`src/logic/timer_ccr_defs.vh`:
```
`ifndef TIMER_CCR_DEFS_VH
`define TIMER_CCR_DEFS_VH

// ********************************************************
// register indices (byte address is four times the index)
// ********************************************************
`define CTRL_ONE_INDEX 8'h2C
`define CTRL_TWO_INDEX 8'h2D
`define STATUS_INDEX 8'h2E

// ********************************************************
// timer_control_one fields
// ********************************************************
`define BIT_CAP1_IE 7
`define BIT_CAP2_IE 6
`define BIT_CMP1_IE 5
`define BIT_OVF_IE 4
`define BIT_CMP1_PIN 3
`define BIT_CAP1_EDGE 2
`define BIT_CAP2_EDGE 1
`define BIT_CMP1_LVL 0

// ********************************************************
// timer_control_two fields
// ********************************************************
`define BIT_CMP2_IE 5
`define BIT_CMP2_PIN 3
`define BIT_CMP2_LVL 0
`define CTRL_TWO_RESET 8'h00

// ********************************************************
// timer_status fields
// ********************************************************
`define BIT_CAP1_FLAG 7
`define BIT_CAP2_FLAG 6
`define BIT_CMP1_FLAG 5
`define BIT_OVF_FLAG 4
`define BIT_CAP1_LEVEL 3
`define BIT_CAP2_LEVEL 2
`define BIT_CMP2_FLAG 1

// ********************************************************
// timing and bus answers
// ********************************************************
`define PRESCALE_LAST 2'h3
`define RESP_OKAY 2'b00
`define RESP_SLVERR 2'b10

`endif

```
`src/logic/edge_detect.v`:
```
`timescale 1ns/10ps

// ********************************************************
// selectable edge detector for one capture pin
// ********************************************************
module edge_detect (
    input wire aclk,
    input wire aresetn,
    input wire pin,
    input wire rising_sel,
    output reg edge_pulse
);

reg prev;

// previous level; no reset needed, it only follows the pin
always @(posedge aclk) begin
    prev <= pin;
end

// one-cycle pulse on the chosen edge polarity
always @(posedge aclk) begin
    if (!aresetn) begin
        edge_pulse <= 1'b0;
    end else if (rising_sel) begin
        edge_pulse <= pin & ~prev;
    end else begin
        edge_pulse <= ~pin & prev;
    end
end

endmodule // edge_detect

```
`src/logic/status_flag.v`:
```
`timescale 1ns/10ps

// ********************************************************
// sticky status flag with two-step clear
// ********************************************************
module status_flag (
    input wire aclk,
    input wire aresetn,
    input wire set_event,
    input wire arm_access,
    input wire clear_access,
    output reg flag
);

reg armed;

// an access that arms only counts while the flag is already set;
// the set wins over a clear landing in the same cycle
always @(posedge aclk) begin
    if (!aresetn) begin
        flag <= 1'b0;
        armed <= 1'b0;
    end else begin
        if (set_event) begin
            flag <= 1'b1;
        end else if (clear_access && armed) begin
            flag <= 1'b0;
        end
        if (clear_access || !flag) begin
            armed <= 1'b0;
        end else if (arm_access) begin
            armed <= 1'b1;
        end
    end
end

endmodule // status_flag

```
`src/logic/timer_capture_compare_ctrl.v`:
```
// Implementation choice: the AXI4-Lite register port.
`timescale 1ns/10ps
`include "timer_ccr_defs.vh"

module timer_capture_compare_ctrl #(
    parameter ADDR_W = 12
) (
    input wire aclk,
    input wire aresetn,
    input wire [ADDR_W-1:0] awaddr,
    input wire awvalid,
    output wire awready,
    input wire [31:0] wdata,
    input wire [3:0] wstrb,
    input wire wvalid,
    output wire wready,
    output reg [1:0] bresp,
    output reg bvalid,
    input wire bready,
    input wire [ADDR_W-1:0] araddr,
    input wire arvalid,
    output wire arready,
    output reg [31:0] rdata,
    output reg [1:0] rresp,
    output reg rvalid,
    input wire rready,
    input wire capture_input_one,
    input wire capture_input_two,
    output reg capture_one_latch,
    output reg capture_two_latch,
    input wire compare_one_equal,
    input wire compare_two_equal,
    input wire compare_one_high_write,
    input wire compare_one_low_write,
    input wire compare_two_high_write,
    input wire compare_two_low_write,
    input wire capture_one_low_read,
    input wire capture_two_low_read,
    input wire counter_low_read,
    input wire counter_wrap,
    output reg counter_tick,
    output reg compare_output_one,
    output reg compare_output_one_oe,
    output reg compare_output_two,
    output reg compare_output_two_oe,
    output reg timer_irq
);

// ********************************************************
// declarations
// ********************************************************
// reset image of control two; single bits are taken from it, never the whole byte
localparam [7:0] CTRL_TWO_RST = `CTRL_TWO_RESET;
reg [1:0] prescale;
reg capture_one_irq_enable, capture_two_irq_enable, compare_one_irq_enable, compare_two_irq_enable;
reg overflow_irq_enable, compare_one_pin_enable, compare_two_pin_enable;
reg capture_one_edge_select, capture_two_edge_select, compare_one_level, compare_two_level;
reg compare_one_inhibit, compare_two_inhibit;
reg [7:0] next_rdata;
wire wr_take, rd_take, wr_lane, wr_hit_one, wr_hit_two, wr_hit_status, wr_mapped;
wire rd_hit_one, rd_hit_two, rd_hit_status, rd_mapped, status_read, status_write;
wire cap_one_edge, cap_two_edge, cmp_one_match, cmp_two_match;
wire capture_one_flag, capture_two_flag, compare_one_flag, compare_two_flag, overflow_flag;
wire [7:0] ctrl_one_view, ctrl_two_view, status_view;

// ********************************************************
// bus handshakes and address decode
// ********************************************************
// address and data are taken together, only once the last response is gone
assign wr_take = awvalid && wvalid && !bvalid;
assign awready = wr_take;
assign wready = wr_take;
// a single read is in flight at a time
assign rd_take = arvalid && !rvalid;
assign arready = !rvalid;

// registers are eight bits wide, so only lane 0 carries data
assign wr_lane = wstrb[0];

// word index is compared in full; upper address bits must be zero
assign wr_hit_one = (awaddr[ADDR_W-1:2] == {{(ADDR_W-10){1'b0}}, `CTRL_ONE_INDEX});
assign wr_hit_two = (awaddr[ADDR_W-1:2] == {{(ADDR_W-10){1'b0}}, `CTRL_TWO_INDEX});
assign wr_hit_status = (awaddr[ADDR_W-1:2] == {{(ADDR_W-10){1'b0}}, `STATUS_INDEX});
assign wr_mapped = wr_hit_one || wr_hit_two || wr_hit_status;
assign rd_hit_one = (araddr[ADDR_W-1:2] == {{(ADDR_W-10){1'b0}}, `CTRL_ONE_INDEX});
assign rd_hit_two = (araddr[ADDR_W-1:2] == {{(ADDR_W-10){1'b0}}, `CTRL_TWO_INDEX});
assign rd_hit_status = (araddr[ADDR_W-1:2] == {{(ADDR_W-10){1'b0}}, `STATUS_INDEX});
assign rd_mapped = rd_hit_one || rd_hit_two || rd_hit_status;

// status accesses are the first step of every clear sequence
assign status_read = rd_take && rd_hit_status;
assign status_write = wr_take && wr_hit_status;

// ********************************************************
// write response channel
// ********************************************************
// unmapped writes are answered with a slave error, nothing is stored
always @(posedge aclk) begin
    if (!aresetn) begin
        bvalid <= 1'b0;
        bresp <= `RESP_OKAY;
    end else if (wr_take) begin
        bvalid <= 1'b1;
        bresp <= wr_mapped ? `RESP_OKAY : `RESP_SLVERR;
    end else if (bready) begin
        bvalid <= 1'b0;
    end
end

// ********************************************************
// control registers
// ********************************************************
// enables, pin enables and levels; reset clears them
always @(posedge aclk) begin
    if (!aresetn) begin
        capture_one_irq_enable <= 1'b0;
        capture_two_irq_enable <= 1'b0;
        compare_one_irq_enable <= 1'b0;
        overflow_irq_enable <= 1'b0;
        compare_one_pin_enable <= 1'b0;
        compare_one_level <= 1'b0;
        compare_two_irq_enable <= CTRL_TWO_RST[`BIT_CMP2_IE];
        compare_two_pin_enable <= CTRL_TWO_RST[`BIT_CMP2_PIN];
        compare_two_level <= CTRL_TWO_RST[`BIT_CMP2_LVL];
    end else if (wr_take && wr_lane) begin
        if (wr_hit_one) begin
            capture_one_irq_enable <= wdata[`BIT_CAP1_IE];
            capture_two_irq_enable <= wdata[`BIT_CAP2_IE];
            compare_one_irq_enable <= wdata[`BIT_CMP1_IE];
            overflow_irq_enable <= wdata[`BIT_OVF_IE];
            compare_one_pin_enable <= wdata[`BIT_CMP1_PIN];
            compare_one_level <= wdata[`BIT_CMP1_LVL];
        end
        if (wr_hit_two) begin
            compare_two_irq_enable <= wdata[`BIT_CMP2_IE];
            compare_two_pin_enable <= wdata[`BIT_CMP2_PIN];
            compare_two_level <= wdata[`BIT_CMP2_LVL];
        end
    end
end

// edge selects sit outside the reset on purpose: software set-up survives a
// reset, and they read as unknown until first written
always @(posedge aclk) begin
    if (wr_take && wr_lane && wr_hit_one) begin
        capture_one_edge_select <= wdata[`BIT_CAP1_EDGE];
        capture_two_edge_select <= wdata[`BIT_CAP2_EDGE];
    end
end

// ********************************************************
// prescaler for the free-running counter
// ********************************************************
// tick is high one cycle in four; the counter steps on that edge
always @(posedge aclk) begin
    if (!aresetn) begin
        prescale <= 2'h0;
        counter_tick <= 1'b0;
    end else begin
        prescale <= prescale + 2'h1;
        counter_tick <= (prescale == `PRESCALE_LAST);
    end
end

// ********************************************************
// capture edge detection
// ********************************************************
edge_detect cap_one_det (
    .aclk(aclk),
    .aresetn(aresetn),
    .pin(capture_input_one),
    .rising_sel(capture_one_edge_select),
    .edge_pulse(cap_one_edge)
);

edge_detect cap_two_det (
    .aclk(aclk),
    .aresetn(aresetn),
    .pin(capture_input_two),
    .rising_sel(capture_two_edge_select),
    .edge_pulse(cap_two_edge)
);

// latch strobes to the capture registers, one cycle behind the edge pulse
always @(posedge aclk) begin
    if (!aresetn) begin
        capture_one_latch <= 1'b0;
        capture_two_latch <= 1'b0;
    end else begin
        capture_one_latch <= cap_one_edge;
        capture_two_latch <= cap_two_edge;
    end
end

// ********************************************************
// compare inhibit and match
// ********************************************************
// high byte write blocks matching until the low byte follows; a low write
// alone never blocks, and a low write in the same cycle lets the high win
always @(posedge aclk) begin
    if (!aresetn) begin
        compare_one_inhibit <= 1'b0;
        compare_two_inhibit <= 1'b0;
    end else begin
        if (compare_one_high_write) begin
            compare_one_inhibit <= 1'b1;
        end else if (compare_one_low_write) begin
            compare_one_inhibit <= 1'b0;
        end
        if (compare_two_high_write) begin
            compare_two_inhibit <= 1'b1;
        end else if (compare_two_low_write) begin
            compare_two_inhibit <= 1'b0;
        end
    end
end

// compared once per count so a match fires a single time
assign cmp_one_match = counter_tick && compare_one_equal && !compare_one_inhibit;
assign cmp_two_match = counter_tick && compare_two_equal && !compare_two_inhibit;

// output level registers follow the level bits on every match
always @(posedge aclk) begin
    if (!aresetn) begin
        compare_output_one <= 1'b0;
        compare_output_two <= 1'b0;
        compare_output_one_oe <= 1'b0;
        compare_output_two_oe <= 1'b0;
    end else begin
        if (cmp_one_match) begin
            compare_output_one <= compare_one_level;
        end
        if (cmp_two_match) begin
            compare_output_two <= compare_two_level;
        end
        compare_output_one_oe <= compare_one_pin_enable;
        compare_output_two_oe <= compare_two_pin_enable;
    end
end

// ********************************************************
// status flags
// ********************************************************
status_flag cap_one_flag_cell (
    .aclk(aclk),
    .aresetn(aresetn),
    .set_event(cap_one_edge),
    .arm_access(status_read),
    .clear_access(capture_one_low_read),
    .flag(capture_one_flag)
);

status_flag cap_two_flag_cell (
    .aclk(aclk),
    .aresetn(aresetn),
    .set_event(cap_two_edge),
    .arm_access(status_read),
    .clear_access(capture_two_low_read),
    .flag(capture_two_flag)
);

status_flag cmp_one_flag_cell (
    .aclk(aclk),
    .aresetn(aresetn),
    .set_event(cmp_one_match),
    .arm_access(status_read),
    .clear_access(compare_one_low_write),
    .flag(compare_one_flag)
);

status_flag cmp_two_flag_cell (
    .aclk(aclk),
    .aresetn(aresetn),
    .set_event(cmp_two_match),
    .arm_access(status_read),
    .clear_access(compare_two_low_write),
    .flag(compare_two_flag)
);

// writes arm too, so stray counter reads can swallow an overflow;
// the alternate counter has no strobe here and cannot clear it
status_flag ovf_flag_cell (
    .aclk(aclk),
    .aresetn(aresetn),
    .set_event(counter_wrap),
    .arm_access(status_read || status_write),
    .clear_access(counter_low_read),
    .flag(overflow_flag)
);

// ********************************************************
// interrupt request
// ********************************************************
// registered, so it trails the flag by one cycle
always @(posedge aclk) begin
    if (!aresetn) begin
        timer_irq <= 1'b0;
    end else begin
        timer_irq <= (capture_one_flag && capture_one_irq_enable) ||
                     (capture_two_flag && capture_two_irq_enable) ||
                     (compare_one_flag && compare_one_irq_enable) ||
                     (compare_two_flag && compare_two_irq_enable) ||
                     (overflow_flag && overflow_irq_enable);
    end
end

// ********************************************************
// read views and read channel
// ********************************************************
assign ctrl_one_view = {capture_one_irq_enable, capture_two_irq_enable, compare_one_irq_enable,
                        overflow_irq_enable, compare_one_pin_enable, capture_one_edge_select,
                        capture_two_edge_select, compare_one_level};
// unused positions are wired to zero
assign ctrl_two_view = {2'b00, compare_two_irq_enable, 1'b0, compare_two_pin_enable, 2'b00,
                        compare_two_level};
// pin levels are shown live, not latched
assign status_view = {capture_one_flag, capture_two_flag, compare_one_flag, overflow_flag,
                      capture_input_one, capture_input_two, compare_two_flag, 1'b0};

// read mux
always @* begin
    next_rdata = 8'h00;
    if (rd_hit_one) begin
        next_rdata = ctrl_one_view;
    end else if (rd_hit_two) begin
        next_rdata = ctrl_two_view;
    end else if (rd_hit_status) begin
        next_rdata = status_view;
    end
end

// read data is captured at the address edge; unmapped reads give zero and an error
always @(posedge aclk) begin
    if (!aresetn) begin
        rvalid <= 1'b0;
        rdata <= 32'h00000000;
        rresp <= `RESP_OKAY;
    end else if (rd_take) begin
        rvalid <= 1'b1;
        rdata <= {24'h000000, next_rdata};
        rresp <= rd_mapped ? `RESP_OKAY : `RESP_SLVERR;
    end else if (rready) begin
        rvalid <= 1'b0;
    end
end

endmodule // timer_capture_compare_ctrl

```
`config.mk`:
```
export PLATFORM = sky130hd
export DESIGN_NAME = timer_capture_compare_ctrl
export DESIGN_NICKNAME = d
export VERILOG_FILES = /design/src/logic/edge_detect.v /design/src/logic/status_flag.v /design/src/logic/timer_capture_compare_ctrl.v
export VERILOG_INCLUDE_DIRS = /design/src /design/src/logic
export SDC_FILE = /design/constraint.sdc
export NUM_CORES = 1
export LEC_CHECK = 0
export ABC_AREA = 1
export BUFFER_PORTS_ARGS = -buffer_cell sky130_fd_sc_hd__buf_2
export CAP_MARGIN = 20
export CORE_MARGIN = 2
export CORE_UTILIZATION = 30
export DETAILED_ROUTE_END_ITERATION = 16
export PLACE_DENSITY = 0.66
export SLEW_MARGIN = 0
export SYNTH_ARGS = -nofsm -noshare
export SYNTH_HDL_FRONTEND = slang
export SYNTH_SLANG_ARGS = --single-unit
```
`constraint.sdc`:
```
create_clock -name aclk -period 2.2 [get_ports aclk]
set_input_delay 0.44 -clock aclk [delete_from_list [all_inputs] [get_ports aclk]]
set_output_delay 0.44 -clock aclk [all_outputs]
set_load 0.005 [all_outputs]
```
==> results.yml <==
floorplanning:
  dieHeight_um: 91.8
  core_region_area_um2: 7610
  pin_count: 128
  die_w_um: 91.8
  die_area_um2: 8430
  rows: 32
  start_util_pct: 30.4
detailed_routing:
  antenna_left: 0
  num_vias: 2020
  drc: 0
  totalWireLength_mm: 5.15
  drt-pass1-iter-count: 4
  wire_per_inst_um: 10.9
  via_per_inst: 4.28
  drtIter0Drc: 126
cts:
  cts_buffer_depth: 2
  cts_num_sinks: 49
  clk_pin_slew_worst_paths_ns: 0.09
  tritoncts: "done"
  cts_resized: 0
  cts_root_buf: "clkbuf_8"
  hold_buffers: 0
  postCtsSetupRepairBufs: 0
  clock_latency_ns: 0.29
  htreeDepth: 2
  numCtsBuffers: 5
power_and_ir_drop:
  irDropWorstVdd_uv: 384
  leakage_uw: 0.00136
  p_per_area_nw_per_um2: 626
sta:
  finalCritPeriodShare_pct: 62.6
  rsz0062_at_grt: "no"
  finalMaxSlewViolations: 0
  clock_skew_ns: 0.0100
  fmax_ghz: 0.726
  finalSetupViolCount: 0
  timing.final.ws_setup_ns: 0.822
  min_period_ns: 1.38
  hold_viol: 0
  fin_tns_setup_ns: 0
synth:
  synth.distinct_cells: 31
  synth-edff-count: 2
  avgSynthCellArea_um2: 7.71
  synth.most_common_cell: "dfxtp_1"
  synth_warnings: 0
  synthTopCellsByCount: "47 x dfxtp_1, 42 x nand2_1, 40 x inv_1"
  ys_seq_area_share_pct: 43.3
  synthArstFlopShare_pct: 0
  yosysTopAreaCell: "dfxtp_1"
  synth_top_area_share_pct: 40.7
  synth_area_leaders: "dfxtp_1 41%, buf_4 9.1%, nand2_1 6.8%"
  synth_seq_cells: 49
  syn-instance-count: 300
  syn_area_um2: 2310
  ys.flop_type: "dfxtp_1"
finish:
  largest_register_ffs: 8
  drive_above_1_share_pct: 28.1
  top_regs: "rdata (8), prescale (2)"
  stdcell_count: 472
  n_fill_cell: 860
  insertedDiodeCount: 0
  final_nets: 449
  top_register: "rdata"
  area_delta_synth_final_pct: 19.2
critical_path:
  crit_type: "reg2out"
  startpoint_type: "flip-flop"
  endpoint_kind: "output port"
  critPathSlowestCell: "dfxtp_1"
  path_delay_family: "flip-flops"
  cp.arrival_ns: 0.94
  required_ns: 1.76
  critPathMaxFanout: 4
  slowest_delay_ns: 0.35
  path_buf_inv: 1
  path_cells: "nor2_2, buf_2"
grt:
  grt_pass1_vias: 1940
  track_usage_pct: 12.6
  grt_overflow_total: 0
  grt_max_degree: 24
  antenna_found_initial: 0
  grt_pass1_wl_mm: 8.70
placed_design:
  portBuffers: 70
  dp_slack_ns: 0.657
  gp_congestion: 0.804
  place_hpwl_mm: 4.00
  place_inst: 464
outcome:
  status: "complete, no violations"
run:
  max-cap-violations: 0
worst_hold_path:
  hold_class: "in2reg"
==> layout make-up <==
type                    count  area [um^2]  area share [%]
clock buffers               6         72.6            2.63
flip-flops and latches     49         1000            36.3
multi-input cells         197          990            35.9
well taps                 102          128            4.63
inverters                  44          166            6.04
clock inverters             2         33.8            1.23
repair buffers             72          365            13.3
==> final timing paths <==
check                                  startpoint          endpoint  slack, ns  cells past startpoint
worst max-delay path                       bvalid           awready       0.82                      2
worst min-delay path            capture_input_two  cap_two_det.prev       0.27                      1
worst max register to register             rvalid          rresp[1]       0.90                      6
worst min register to register        prescale[0]       prescale[0]       0.42                      1
==> logic make-up (layout without fill, tap and decap cells) <==
logic type / count (synthesis) / after routing / share of synthesized area (%)
and+or+nand+nor: 128 / 128 / 28.1
buffers and inverters: 79 / 124 / 18.0
DFF: 49 / 49 / 43.3
AOI/OAI and AO/OA: 42 / 42 / 9.96
adders and majority gates: 1 / 1 / 0.541
other: 1 / 26 / 0.162
==> layer usage <==
layer,up-vias,wire length [um],GRT usage (%)
li1,1048,-,-
met3,4,264,3.12
met2,61,2400,21.4
met5,-,0,0
met1,907,2440,16.1
met4,0,53,3.23
==> power breakdown <==
part / internal [uW] / switching, uW / leakage [uW]
registers: 917 / 15.0 / 0.000401
clock network: 336 / 283 / 0.0000528
logic: 69.1 / 104 / 0.000908
==> cells in the final DEF (no fill, tap or decap), drive strengths merged <==
master,synthesis,routed
o21ai,17,17
nor2,41,41
conb,1,26
nand4,16,16
nand2,43,43
o21a,3,3
clkbuf,2,6
bufinv,0,1
edfxtp,2,2
buf,33,72
or2,2,2
dfxtp,47,47
ha,1,1
nor4,1,1
nand3b,2,2
nand3,17,17
nor3,6,6
a21oi,18,18
inv,43,43
a31oi,4,4
clkinv,1,2
==> stage by stage <==
step | total power [uW] | utilization, % | hold WS (ns) | area, um^2
2_1_floorplan | 1080 | - | 0.398 | 2410
3_3_place_gp | 1120 | 34.8 | 0.410 | 2650
3_5_place_dp | 1130 | 34.8 | 0.414 | 2650
4_1_cts | 1740 | 36.2 | 0.263 | 2760
5_1_grt | 1820 | 36.2 | 0.253 | 2760
6_report | 1720 | 36.2 | 0.268 | 2760
Note: power is estimated with default switching activity, not from simulation.
